[src/hw/tiv_pkg.sv]
// Package for the triplex input voter: widths, encodings and carried structs
package tiv_pkg;
  localparam int unsigned NUM_CH = 16;
  localparam int unsigned NUM_BOARDS = 3;
  localparam logic [4:0] CHASSIS_MIN = 5'h01;
  localparam logic [4:0] CHASSIS_MAX = 5'h10;
  localparam logic [4:0] SLOT_MIN = 5'h01;
  localparam logic [4:0] SLOT_MAX = 5'h0a;
  localparam logic [15:0] DISAGREE_RST = 16'h0000;
  localparam logic [15:0] VOTED_RST = 16'h0000;
  localparam logic [2:0] FAULT_RST = 3'h7;

  // One board's placement on the remote bus
  typedef struct packed {
    logic [4:0] chassis;
    logic [4:0] slot;
  } tiv_place_t;

  // One board's sampled copy of all channels
  typedef struct packed {
    logic valid;
    logic fault;
    logic [NUM_CH-1:0] data;
  } tiv_copy_t;

  // Presentation of discrepancy results
  typedef enum logic {
    TIV_UNPACKED,
    TIV_PACKED
  } tiv_present_t;
endpackage

[src/hw/tiv_voter.sv]
// Triplex input voter: majority vote, board faults and per-channel discrepancy
`timescale 1ns/100ps
////////////////////////////////////////////////////////////////////////////////
// Operation
// - Three 16-channel board copies yield one voted value per channel.
// - Voted output is one when the voted input is high, zero when low.
// - Three fault flags, board one first; zero healthy, one faulty.
// - Channel disagreement flag set when any used copy differs from the others.
// - Disagreement flags are neither held nor filtered; latest vote only.
// - Unpacked form: sixteen flags, channel one first, channel sixteen last.
// - Packed form: one 16-bit word, channel one bit zero, sixteen bit fifteen.
// - Packed bit is one on disagreement, zero when all copies agree.
// - Multi-bit forms put channel one at bit zero, sixteen at bit fifteen.
// - Chassis and slot numbers count from one, never zero.
module tiv_voter (
  input wire logic clk,
  input wire logic rst_n,
  input wire logic [2:0] board_strobe,
  input wire logic [47:0] board_data,
  input wire logic [2:0] board_fault,
  input wire logic [4:0] controller_chassis_number,
  input wire logic [4:0] controller_slot_number,
  input wire logic [9:0] first_board_place,
  input wire logic [4:0] second_board_chassis,
  input wire logic [4:0] second_board_slot,
  input wire logic [4:0] third_board_chassis,
  input wire logic [4:0] third_board_slot,
  input wire logic present_packed,
  output logic [15:0] voted_q,
  output logic [2:0] board_fault_q,
  output logic [15:0] disagree_flags_q,
  output logic [15:0] disagree_word_q,
  output logic vote_done_q,
  output logic config_error_q
);

  ////////////////////////////////////////////////////////////////////////////////
  // Input synchronisers
  logic [2:0] strobe_s1_q, strobe_s2_q, strobe_s3_q;
  logic [47:0] data_s1_q, data_s2_q;
  logic [2:0] fault_s1_q, fault_s2_q;
  logic present_s1_q, present_s2_q;
  // Placement numbers, controller first, then boards one to three
  logic [39:0] cfg_s1_q, cfg_s2_q;

  // Third stage only feeds the rising-edge detect
  always_ff @(posedge clk or negedge rst_n) begin
    if (!rst_n) begin
      strobe_s1_q <= 3'h0;
      strobe_s2_q <= 3'h0;
      strobe_s3_q <= 3'h0;
    end else begin
      strobe_s1_q <= board_strobe;
      strobe_s2_q <= strobe_s1_q;
      strobe_s3_q <= strobe_s2_q;
    end
  end

  always_ff @(posedge clk or negedge rst_n) begin
    if (!rst_n) begin
      data_s1_q <= 48'h0;
      data_s2_q <= 48'h0;
    end else begin
      data_s1_q <= board_data;
      data_s2_q <= data_s1_q;
    end
  end

  // Boards count as faulty until a copy says otherwise
  always_ff @(posedge clk or negedge rst_n) begin
    if (!rst_n) begin
      fault_s1_q <= tiv_pkg::FAULT_RST;
      fault_s2_q <= tiv_pkg::FAULT_RST;
    end else begin
      fault_s1_q <= board_fault;
      fault_s2_q <= fault_s1_q;
    end
  end

  always_ff @(posedge clk or negedge rst_n) begin
    if (!rst_n) begin
      present_s1_q <= 1'b0;
      present_s2_q <= 1'b0;
    end else begin
      present_s1_q <= present_packed;
      present_s2_q <= present_s1_q;
    end
  end

  always_ff @(posedge clk or negedge rst_n) begin
    if (!rst_n) begin
      cfg_s1_q <= 40'h0;
      cfg_s2_q <= 40'h0;
    end else begin
      cfg_s1_q <= {controller_chassis_number, controller_slot_number, first_board_place,
                   second_board_chassis, second_board_slot, third_board_chassis, third_board_slot};
      cfg_s2_q <= cfg_s1_q;
    end
  end

  ////////////////////////////////////////////////////////////////////////////////
  // Per-board copy capture
  tiv_pkg::tiv_copy_t copy_q [3];
  logic [2:0] new_copy;

  assign new_copy = strobe_s2_q & ~strobe_s3_q;

  genvar b;
  generate
    for (b = 0; b < 3; b++) begin : g_copy
      always_ff @(posedge clk or negedge rst_n) begin
        if (!rst_n) begin
          copy_q[b] <= '0;
        end else if (new_copy[b]) begin
          copy_q[b].valid <= 1'b1;
          copy_q[b].fault <= fault_s2_q[b];
          copy_q[b].data <= data_s2_q[b*16 +: 16];
        end else if (vote_done_q) begin
          copy_q[b].valid <= 1'b0;
        end
      end
    end
  endgenerate

  ////////////////////////////////////////////////////////////////////////////////
  // Vote
  function automatic logic [15:0] majority(input logic [15:0] a, input logic [15:0] b2, input logic [15:0] c);
    majority = (a & b2) | (a & c) | (b2 & c);
  endfunction

  function automatic logic [15:0] differ(input logic [15:0] a, input logic [15:0] b2, input logic [15:0] c);
    differ = (a ^ b2) | (a ^ c);
  endfunction

  function automatic logic place_ok(input logic [4:0] ch, input logic [4:0] sl);
    place_ok = (ch >= tiv_pkg::CHASSIS_MIN) && (ch <= tiv_pkg::CHASSIS_MAX) &&
               (sl >= tiv_pkg::SLOT_MIN) && (sl <= tiv_pkg::SLOT_MAX);
  endfunction

  logic vote_now;
  logic [15:0] vote_d;
  logic [15:0] diff_d;
  assign vote_now = copy_q[0].valid && copy_q[1].valid && copy_q[2].valid && !vote_done_q;
  assign vote_d = majority(copy_q[0].data, copy_q[1].data, copy_q[2].data);
  assign diff_d = differ(copy_q[0].data, copy_q[1].data, copy_q[2].data);

  always_ff @(posedge clk or negedge rst_n) begin
    if (!rst_n) begin
      vote_done_q <= 1'b0;
    end else begin
      vote_done_q <= vote_now;
    end
  end

  always_ff @(posedge clk or negedge rst_n) begin
    if (!rst_n) begin
      voted_q <= tiv_pkg::VOTED_RST;
    end else if (vote_now) begin
      voted_q <= vote_d;
    end
  end

  always_ff @(posedge clk or negedge rst_n) begin
    if (!rst_n) begin
      board_fault_q <= tiv_pkg::FAULT_RST;
    end else if (vote_now) begin
      board_fault_q <= {copy_q[2].fault, copy_q[1].fault, copy_q[0].fault};
    end
  end

  ////////////////////////////////////////////////////////////////////////////////
  // Discrepancy presentation
  // Fresh each vote, no latching; each vote writes zero to the unused form
  always_ff @(posedge clk or negedge rst_n) begin
    if (!rst_n) begin
      disagree_flags_q <= tiv_pkg::DISAGREE_RST;
    end else if (vote_now) begin
      if (present_s2_q == tiv_pkg::TIV_PACKED) begin
        disagree_flags_q <= tiv_pkg::DISAGREE_RST;
      end else begin
        disagree_flags_q <= diff_d;
      end
    end
  end

  always_ff @(posedge clk or negedge rst_n) begin
    if (!rst_n) begin
      disagree_word_q <= tiv_pkg::DISAGREE_RST;
    end else if (vote_now) begin
      if (present_s2_q == tiv_pkg::TIV_PACKED) begin
        disagree_word_q <= diff_d;
      end else begin
        disagree_word_q <= tiv_pkg::DISAGREE_RST;
      end
    end
  end

  ////////////////////////////////////////////////////////////////////////////////
  // Placement check; zero is never a legal number
  tiv_pkg::tiv_place_t place [3];
  logic [2:0] place_good;

  genvar p;
  generate
    for (p = 0; p < 3; p++) begin : g_place
      assign place[p] = cfg_s2_q[29-10*p -: 10];
      assign place_good[p] = place_ok(place[p].chassis, place[p].slot);
    end
  endgenerate

  // Advisory only; voting goes on regardless
  always_ff @(posedge clk or negedge rst_n) begin
    if (!rst_n) begin
      config_error_q <= 1'b0;
    end else begin
      config_error_q <= !((&place_good) && (cfg_s2_q[39:35] != 5'h00) && (cfg_s2_q[34:30] != 5'h00));
    end
  end

endmodule

[config.mk]
export PLATFORM = sky130hd
export DESIGN_NAME = tiv_voter
export DESIGN_NICKNAME = d
export VERILOG_FILES = /design/src/hw/tiv_pkg.sv /design/src/hw/tiv_voter.sv
export SDC_FILE = /design/constraint.sdc
export NUM_CORES = 1
export LEC_CHECK = 0
export BUFFER_PORTS_ARGS = -buffer_cell sky130_fd_sc_hd__buf_2
export CORE_ASPECT_RATIO = 1.4
export CORE_MARGIN = 3
export CORE_UTILIZATION = 50
export CTS_BUF_LIST = sky130_fd_sc_hd__clkbuf_8
export DETAILED_ROUTE_END_ITERATION = 7
export GPL_ROUTABILITY_DRIVEN = 0
export PLACE_DENSITY_LB_ADDON = 0.2
export SLEW_MARGIN = 20
export SYNTH_ARGS = -nofsm -noshare
export SYNTH_HDL_FRONTEND = slang
export SYNTH_SLANG_ARGS = --single-unit
[constraint.sdc]
create_clock -name clk -period 1.2 [get_ports clk]
set_input_delay 0.24 -clock clk [delete_from_list [all_inputs] [get_ports clk]]
set_output_delay 0.24 -clock clk [all_outputs]
set_load 0.1 [all_outputs]
Word level (Yosys, flattened, before mapping)
Index checks and enable logic that the tools add are counted.
{"block": "word_totals", "ff_bits": 300, "in_bits": 97, "out_inout_bits": 53, "word_cells": 76}
{"block": "op_classes", "n_lt_le_gt_ge": 12, "mux": 6, "bitwise_logic": 10, "reduce_logical": 22}
{"op": "$and 16x16->16", "count": 3}
{"op": "$or 16x16->16", "count": 3}
{"op": "$mux 16", "count": 2}
{"op": "$xor 16x16->16", "count": 2}
{"op": "$ge 5x1->1 const B", "count": 6}
{"op": "$le 5x4->1 const B", "count": 3}
{"op": "$le 5x5->1 const B", "count": 3}
{"op": "$logic_and 1x1->1", "count": 14}
{"op": "$reduce_bool 5->1", "count": 2}
{"op": "$reduce_bool 2->1", "count": 3}
{"op": "$mux 1", "count": 4}
{"op": "$and 3x3->3", "count": 1}
{"op": "$not 3->3", "count": 1}
{"op": "$reduce_and 3->1", "count": 1}
{"op": "$logic_not 1->1", "count": 2}

Logic depth before layout (Yosys ltp)
Gate-level depths: netlist of run 1.
{"block": "logic_depth", "word_depth": 8, "depth_mapped": 5, "ltp_nobuf": 4}

Least setup slack after synthesis of run 1
OpenSTA, ideal clock, no wires.
{"block": "synth_path", "path_kind": "register -> register", "startpoint": "reg vote_done_q", "endpoint": "reg disagree_flags_q[5]", "setup_time_ns": 0.095, "t_arrival_ns": 1.661, "required_time_ns": 1.105, "setup_slack_ns": -0.556, "path_stages_with_launch": 6, "path_buffers": 1, "synth_period_minus_slack_ns": 1.756, "path_cell_list": "dfrtp_1 -> nor2b_2 -> nand3_4 -> clkbuf_1 -> nand2_1 -> o31ai_1"}
{"block": "synth_via", "elab_chain_cells": 2}
{"element": "start: declaration", "line_no": "tiv_voter.sv:33", "rtl": "output logic vote_done_q,"}
{"element": "start signal: assignment", "line_no": "tiv_voter.sv:151", "rtl": "vote_done_q <= vote_now;"}
{"element": "$logic_not 1->1", "line_no": "tiv_voter.sv:143", "rtl": "assign vote_now = copy_q[0].valid && copy_q[1].valid && copy_q[2].valid && !vote_done_q;"}
{"element": "$logic_and 1x1->1", "line_no": "tiv_voter.sv:143"}
{"element": "end signal: assignment", "line_no": "tiv_voter.sv:176", "rtl": "disagree_flags_q <= tiv_pkg::DISAGREE_RST;"}
{"element": "end signal: assignment", "line_no": "tiv_voter.sv:179", "rtl": "disagree_flags_q <= tiv_pkg::DISAGREE_RST;"}
{"element": "end signal: assignment", "line_no": "tiv_voter.sv:181", "rtl": "disagree_flags_q <= diff_d;"}
{"element": "end: declaration", "line_no": "tiv_voter.sv:31", "rtl": "output logic [15:0] disagree_flags_q,"}
Every way passes these cells.
A chain may end at the register's enable or synchronous reset.

Final worst setup path of run 1
{"block": "layout_path", "startpoint": "reg vote_done_q", "endpoint": "reg board_fault_q[0]"}
{"block": "layout_via", "elab_chain_cells": 2}
{"element": "$logic_not 1->1", "line_no": "tiv_voter.sv:143"}
{"element": "$logic_and 1x1->1", "line_no": "tiv_voter.sv:143"}
{"element": "end signal: assignment", "line_no": "tiv_voter.sv:165", "rtl": "board_fault_q <= tiv_pkg::FAULT_RST;"}
{"element": "end signal: assignment", "line_no": "tiv_voter.sv:167", "rtl": "board_fault_q <= {copy_q[2].fault, copy_q[1].fault, copy_q[0].fault};"}
{"element": "end: declaration", "line_no": "tiv_voter.sv:30", "rtl": "output logic [2:0] board_fault_q,"}
Every way passes these cells.

==> reports/results.ini, run 1 <==
[setup_path]
critPathBufInv = 3
critPathMaxStageDelay_ns = 0.48
arrival_ns = 2.05
crit_required_ns = 1.67
cp-end-kind = flip-flop
crit_family = flip-flops
start_kind = flip-flop
cp-startpoint = vote_done_q
crit_chain = buf_6 -> nor2b_4 -> nand3_4 -> buf_4 -> buf_12 -> mux2_4
critical_path.slowest_cell = dfrtp_4
crit_type = flip-flop to flip-flop
path_max_fanout = 7
r2r_start = vote_done_q

[grt]
antenna_found_initial = 0
grt_first_pass_wirelength_um = 33900
grt_max_degree = 73
grt_pass1_vias = 6628
gr-usage-all-layers_pct = 21.3
grt_overflow_total = 0

[synth]
synth_top_area_share_pct = 76.0
synth_cells = 582
postSynth.asyncResetShare_pct = 100
yosys-top-cells-area = dfrtp_1, mux2_2, ha_1
synth-seq-cells = 300
synth_edf_count = 0
synth-seq-area-share_pct = 78.4
synth_warnings = 0
avgSynthCellArea_um2 = 16.5
ys_types = 28
synth_area_leader_cell = dfrtp_1
synth.net_count = 711
syn_area_um2 = 9590
ys.flop_type = dfrtp_1

[clocking]
insertion_delay_ns = 0.54
cts_tree = yes
cts-root-buf = clkbuf_8
clock_sinks = 300
h-tree-depth = 2
clk_pin_slew_ns = 0.07
numCtsBuffers = 44
cts_buffer_depth = 3

[power_and_ir_drop]
p_comb_share_pct = 44.7
clkPwrFrac_pct = 21.0
p_per_area_nw_per_um2 = 2530
ir_worst_vdd_uv = 1280
p_seq_share_pct = 34.2
total_power_mw = 38.0
p_int_mw = 23.1
swShare_pct = 39.2
p_leak_nw = 7.00
p_switching_mw = 14.9

[floorplanning]
io_pins = 150
dieWidth_um = 123
rows = 59
core_area_um2 = 18700
dieArea_um2 = 20900
start_util_pct = 51.3
fp.dieH_um = 170

[flow_run]
maxCapViolations = 0

[sta]
fin_worst_skew_ns = 0.0234
tightest_slew_ns = 0.389
final.period_utilization_pct = 132
hold_viol_final = 0
final.min_clock_period_ns = 1.58
slew_viol_final = 0
holdWs_ns = 0.102
setup_viol_count_final = 122
max_slew_margin_pct = 73.8
rsz0062_at_grt = yes
fmax_mhz = 632
layout_setup_ws_ns = -0.381
fin_setup_tns_ns = -24.58

[detailed_routing]
highest_layer = met4
route.detailed.wl_per_inst_um = 19.2
wl_um = 23300
first_iter_violations = 250
wl_met3_um = 1140
vias = 6090
routed_via_density = 5.02
ant_nets = 0
dr.pass1.iters = 4
wl_met2_um = 13100
drt_drc_violations_left = 0
met1_length_um = 8180

[cells_and_area]
layout_common_cells = dfrtp_1, dlygate4sd3_1, buf_2
area_growth_pct = 56.4
final_common_cell = dfrtp_1
insertedDiodeCount = 0
layout-drive-gt1-share_pct = 47.3
final_nets = 1066
fillers = 992
stdcell_count = 1214

[hold_path]
min_path_type = input port to async pin

[placement]
dp_hpwl_um = 11700
dpl.cell_count = 983
port_buffers = 149

[run_status]
failed_checks = setup timing
status = complete, but fails checks

[area by class of cell]
type | instances | area, um2 | share of cell area, %
Inverter | 3 | 11.3 | 0.0751
Timing Repair Buffer | 328 | 3630 | 24.2
Clock inverter | 22 | 98.8 | 0.659
Multi-Input combinational cell | 260 | 2620 | 17.5
Clock buffer | 57 | 785 | 5.23
Sequential cell | 300 | 7540 | 50.3
Tap cell | 244 | 305 | 2.04
[flip-flops by register name, indices dropped and copies added (netlist names), 16 cells and up]
signal,count
copy_q,54
data_s1_q,48
cfg_s1_q,40
voted_q,16
disagree_flags_q,16
data_s2_q,48
cfg_s2_q,40
disagree_word_q,16
[kinds of logic (layout without fill, tap and decap cells)]
kind of cell	count (synthesis)	count (layout)	synth area share, %
adder cells (fa/ha/maj)	32	32	4.18
AO/OA/AOI/OAI	89	89	5.67
multiplexers	54	54	6.46
buffers and inverters	22	410	1.23
flip-flops	300	300	78.4
XOR/XNOR	3	3	0.274
AND/OR/NAND/NOR	82	82	3.76
[Yosys cell counts (all sizes together) (2+ instances only)]
cell,instances
dfrtp,291
mux2,54
nand2,48
o21ai,48
ha,32
nor2,17
a211oi,16
o31ai,16
clkbuf,11
dfstp,9
buf,8
nor4,5
a21o,4
nor2b,4
nor3,4
inv,3
xor2,3
a21oi,2
[per-stage QoR]
step | instance area, um2 | worst slack (ns) | util (%)
finish | 15000 | -0.381 | 80.3
detailed placement | 11700 | -0.160 | 62.8
floorplan | 9620 | -0.213 | -
CTS | 14200 | -0.363 | 75.9
global placement | 11700 | -0.0939 | 62.8
global route | 15000 | -0.403 | 80.3
[routing by layer]
metal,vias to the layer above,global-route usage (%)
met4,0,7.61
met2,198,38.9
met3,61,5.02
li1,2738,-
met1,3093,24.1
met5,-,0
[path summary, 6_finish.rpt]
kind | to | slack [ns] | cells after the start
max | board_fault_q[0] | -0.38 | 6
min | cfg_s1_q[19] | 0.10 | 2
max reg2reg | board_fault_q[0] | -0.38 | 6
min reg2reg | cfg_s2_q[7] | 0.34 | 0
max in group asynchronous | fault_s1_q[2] | 0.49 | 3
min in group clk | cfg_s2_q[7] | 0.34 | 0
[what timing repair did]
action,in CTS,in global routing
cloned,7,7
endpoints found under the setup margin,139,150
hold endpoints to repair,394,0
gates resized for setup,74,152
pin swaps,10,44
hold buffers,96,0
buffers inserted,18,26
[power by group through the flow]
stage | Sequential, mW | Clock [mW] | Combinational (mW)
finish | 13.0 | 7.99 | 17.0
global route | 13.2 | 8.66 | 17.6
CTS | 12.9 | 8.08 | 14.3
detailed placement | 13.1 | 0 | 12.3
global placement | 13.0 | 0 | 12.0
floorplan | 18.1 | 0 | 2.22
Note: power is estimated with default switching activity, not from simulation.
==> run 2: changes to the inputs <==
--- a/config.mk
+++ b/config.mk
@@ -7,7 +7,6 @@
 export LEC_CHECK = 0
 export BUFFER_PORTS_ARGS = -buffer_cell sky130_fd_sc_hd__buf_2
 export CORE_ASPECT_RATIO = 1.4
-export CORE_MARGIN = 3
 export CORE_UTILIZATION = 50
 export CTS_BUF_LIST = sky130_fd_sc_hd__clkbuf_8
 export DETAILED_ROUTE_END_ITERATION = 7
==> reports/results.ini, run 2 (synthesized netlist as in run 1, its figures left out) <==
[run_status]
status = complete, but fails checks
failed_checks = setup timing

[floorplanning]
core_area_um2 = 18700  ; unchanged
dieWidth_um = 119  ; -3.3%
dieArea_um2 = 19700  ; -5.5%
rows = 59  ; unchanged
start_util_pct = 51.3  ; unchanged
io_pins = 150  ; unchanged
fp.dieH_um = 166  ; -2.4%

[setup_path]
cp-startpoint = vote_done_q
rrSetupSlack_ns = -0.38  ; about the same
arrival_ns = 1.98  ; -0.07 ns
path_max_fanout = 8  ; +1
cp-end-kind = flip-flop
crit_required_ns = 1.61  ; -0.06 ns
start_kind = flip-flop
crit_type = flip-flop to flip-flop
r2r-end = disagree_flags_q[12]
crit_end = disagree_flags_q[12]
r2r_start = vote_done_q
reg2reg_depth = 7  ; +1

[power_and_ir_drop]
p_leak_nw = 6.96  ; -0.65%
p_per_area_nw_per_um2 = 2490  ; -1.8%
ir_worst_vdd_uv = 1290  ; +0.79%

[placement]
dp_hpwl_um = 11200  ; -4.9%
port_buffers = 149  ; unchanged
dpl_cell_area_um2 = 11600  ; -0.79%
place_ws_ns = -0.220  ; -0.0597 ns

[sta]
max_slew_margin_pct = 73.9  ; +0.083 points
fmax_mhz = 635  ; +0.37%
setup_viol_count_final = 144  ; +18%
holdWs_ns = 0.170  ; +0.0676 ns
fin_worst_skew_ns = 0.0225  ; -0.000927 ns
final.period_utilization_pct = 131  ; -0.49 points
rsz0062_at_grt = yes
final.min_clock_period_ns = 1.58  ; -0.00584 ns
slew_viol_final = 0  ; unchanged
layout_setup_ws_ns = -0.376  ; +0.00584 ns
hold_viol_final = 0  ; unchanged
tightest_slew_ns = 0.391  ; +0.00235 ns

[clocking]
cts_buffer_depth = 3  ; unchanged
insertion_delay_ns = 0.54  ; about the same
clk_pin_slew_ns = 0.06  ; about the same
cts-root-buf = clkbuf_8
clock_sinks = 300  ; unchanged
cts_tree = yes
h-tree-depth = 2  ; unchanged
numCtsBuffers = 43  ; -2.3%

[detailed_routing]
route.detailed.wl_per_inst_um = 17.7  ; -8.1%
first_iter_violations = 241  ; -3.6%
dr.pass1.iters = 4  ; unchanged
routed_via_density = 4.91  ; -2.2%
drt_drc_violations_left = 0  ; unchanged
ant_nets = 0  ; unchanged
vias = 5927  ; -2.7%
wl_um = 21300  ; -8.6%

[cells_and_area]
area_growth_pct = 53.9
layout-drive-gt1-share_pct = 45.5  ; -1.8 points
reg_top3 = copy_q x54, data_s1_q x48, data_s2_q x48
layout_common_cells = dfrtp_1, dlygate4sd3_1, buf_2
largest_register_ffs = 54  ; unchanged
fin_area_um2 = 14800  ; -1.6%
regMostFlops = copy_q
final_common_cell = dfrtp_1
final_nets = 1059  ; -0.66%
insertedDiodeCount = 0  ; unchanged

[grt]
grt_first_pass_wirelength_um = 33400  ; -1.5%
grt_max_degree = 49  ; -33%
antenna_found_initial = 0  ; unchanged
gr-usage-all-layers_pct = 22.1  ; +0.81 points
grt_overflow_total = 0  ; unchanged
grt_pass1_vias = 6727  ; +1.5%

[hold_path]
min_path_type = input port to async pin

[flow_run]
maxCapViolations = 0  ; unchanged

[run 2: cell count changes in the layout (fill, tap and decap cells not counted), moves of 6 or more]
cell and delta:
mux2_4 +18, mux2_2 -18, dfrtp_1 +7, o31ai_2 +6, o31ai_4 -7, buf_12 -7, dfrtp_2 -7, nand2_4 -14
nand2_2 +15
[run 2: metal layers]
| metal | GRT usage (%) | up-vias | wire, um |
|---|---|---|---|
| met1 | 24.8 | 3005 | 7990 |
| met4 | 9.03 | 0 | 556 |
| met5 | 0 | - | 0 |
| li1 | - | 2719 | - |
| met2 | 40.6 | 161 | 12000 |
| met3 | 4.40 | 42 | 826 |
[run 2: what timing repair did]
action	in CTS	in global routing
gates resized for setup	107	112
setup buffers	18	27
endpoints found under the setup margin	147	157
endpoints found under the hold margin	392	0
cloned	12	3
hold buffers	96	0
pin swaps	3	30
[run 2: how the worst min path moves through the flow]
stage | startpoint | endpoint | slack [ns] | cells past startpoint
after global routing | rst_n | cfg_s1_q[7] | 0.17 | 2
after floorplan | rst_n | cfg_s1_q[0] | -0.06 | 0
after CTS | rst_n | cfg_s1_q[7] | 0.14 | 2
final | rst_n | cfg_s1_q[7] | 0.17 | 2
after detailed placement | rst_n | cfg_s1_q[6] | 0.15 | 1
after global placement | rst_n | cfg_s1_q[7] | 0.15 | 1
[run 2: cell type report]
cell class | count | area [um2]
flip-flops and latches | 300 | 7530
multi-input cells | 261 | 2560
repair buffers | 321 | 3490
well taps | 244 | 305
fillers | 970 | 3920
clock inverters | 27 | 143
clock buffers | 52 | 716
inverters | 3 | 11.3
[run 2: worst max-delay path: stages (launching register included)]
cell and delay (ns):
dfrtp_4 0.48, buf_6 0.13, nor2b_4 0.16, nand3_4 0.20, buf_12 0.21, buf_16 0.14, nand2_2 0.07, o31ai_2 0.06
[run 2: power by group]
group | switching (mW) | internal [mW] | leakage, nW
Combinational | 9.20 | 6.76 | 2.92
Sequential | 1.36 | 11.6 | 3.52
Clock | 3.63 | 4.16 | 0.513
Total | 14.2 | 22.6 | 6.96
[run 2: metrics by stage]
step                TNS [ns]  instances  total power, mW  util, %
floorplan              -8.23        582             20.3        -
global placement       -1.70        979             25.0     62.3
detailed placement     -4.58        979             25.3     62.3
CTS                   -30.72       1184             35.2     76.4
global route          -32.27       1208             38.2     79.0
finish                -25.85       1208             36.7     79.0
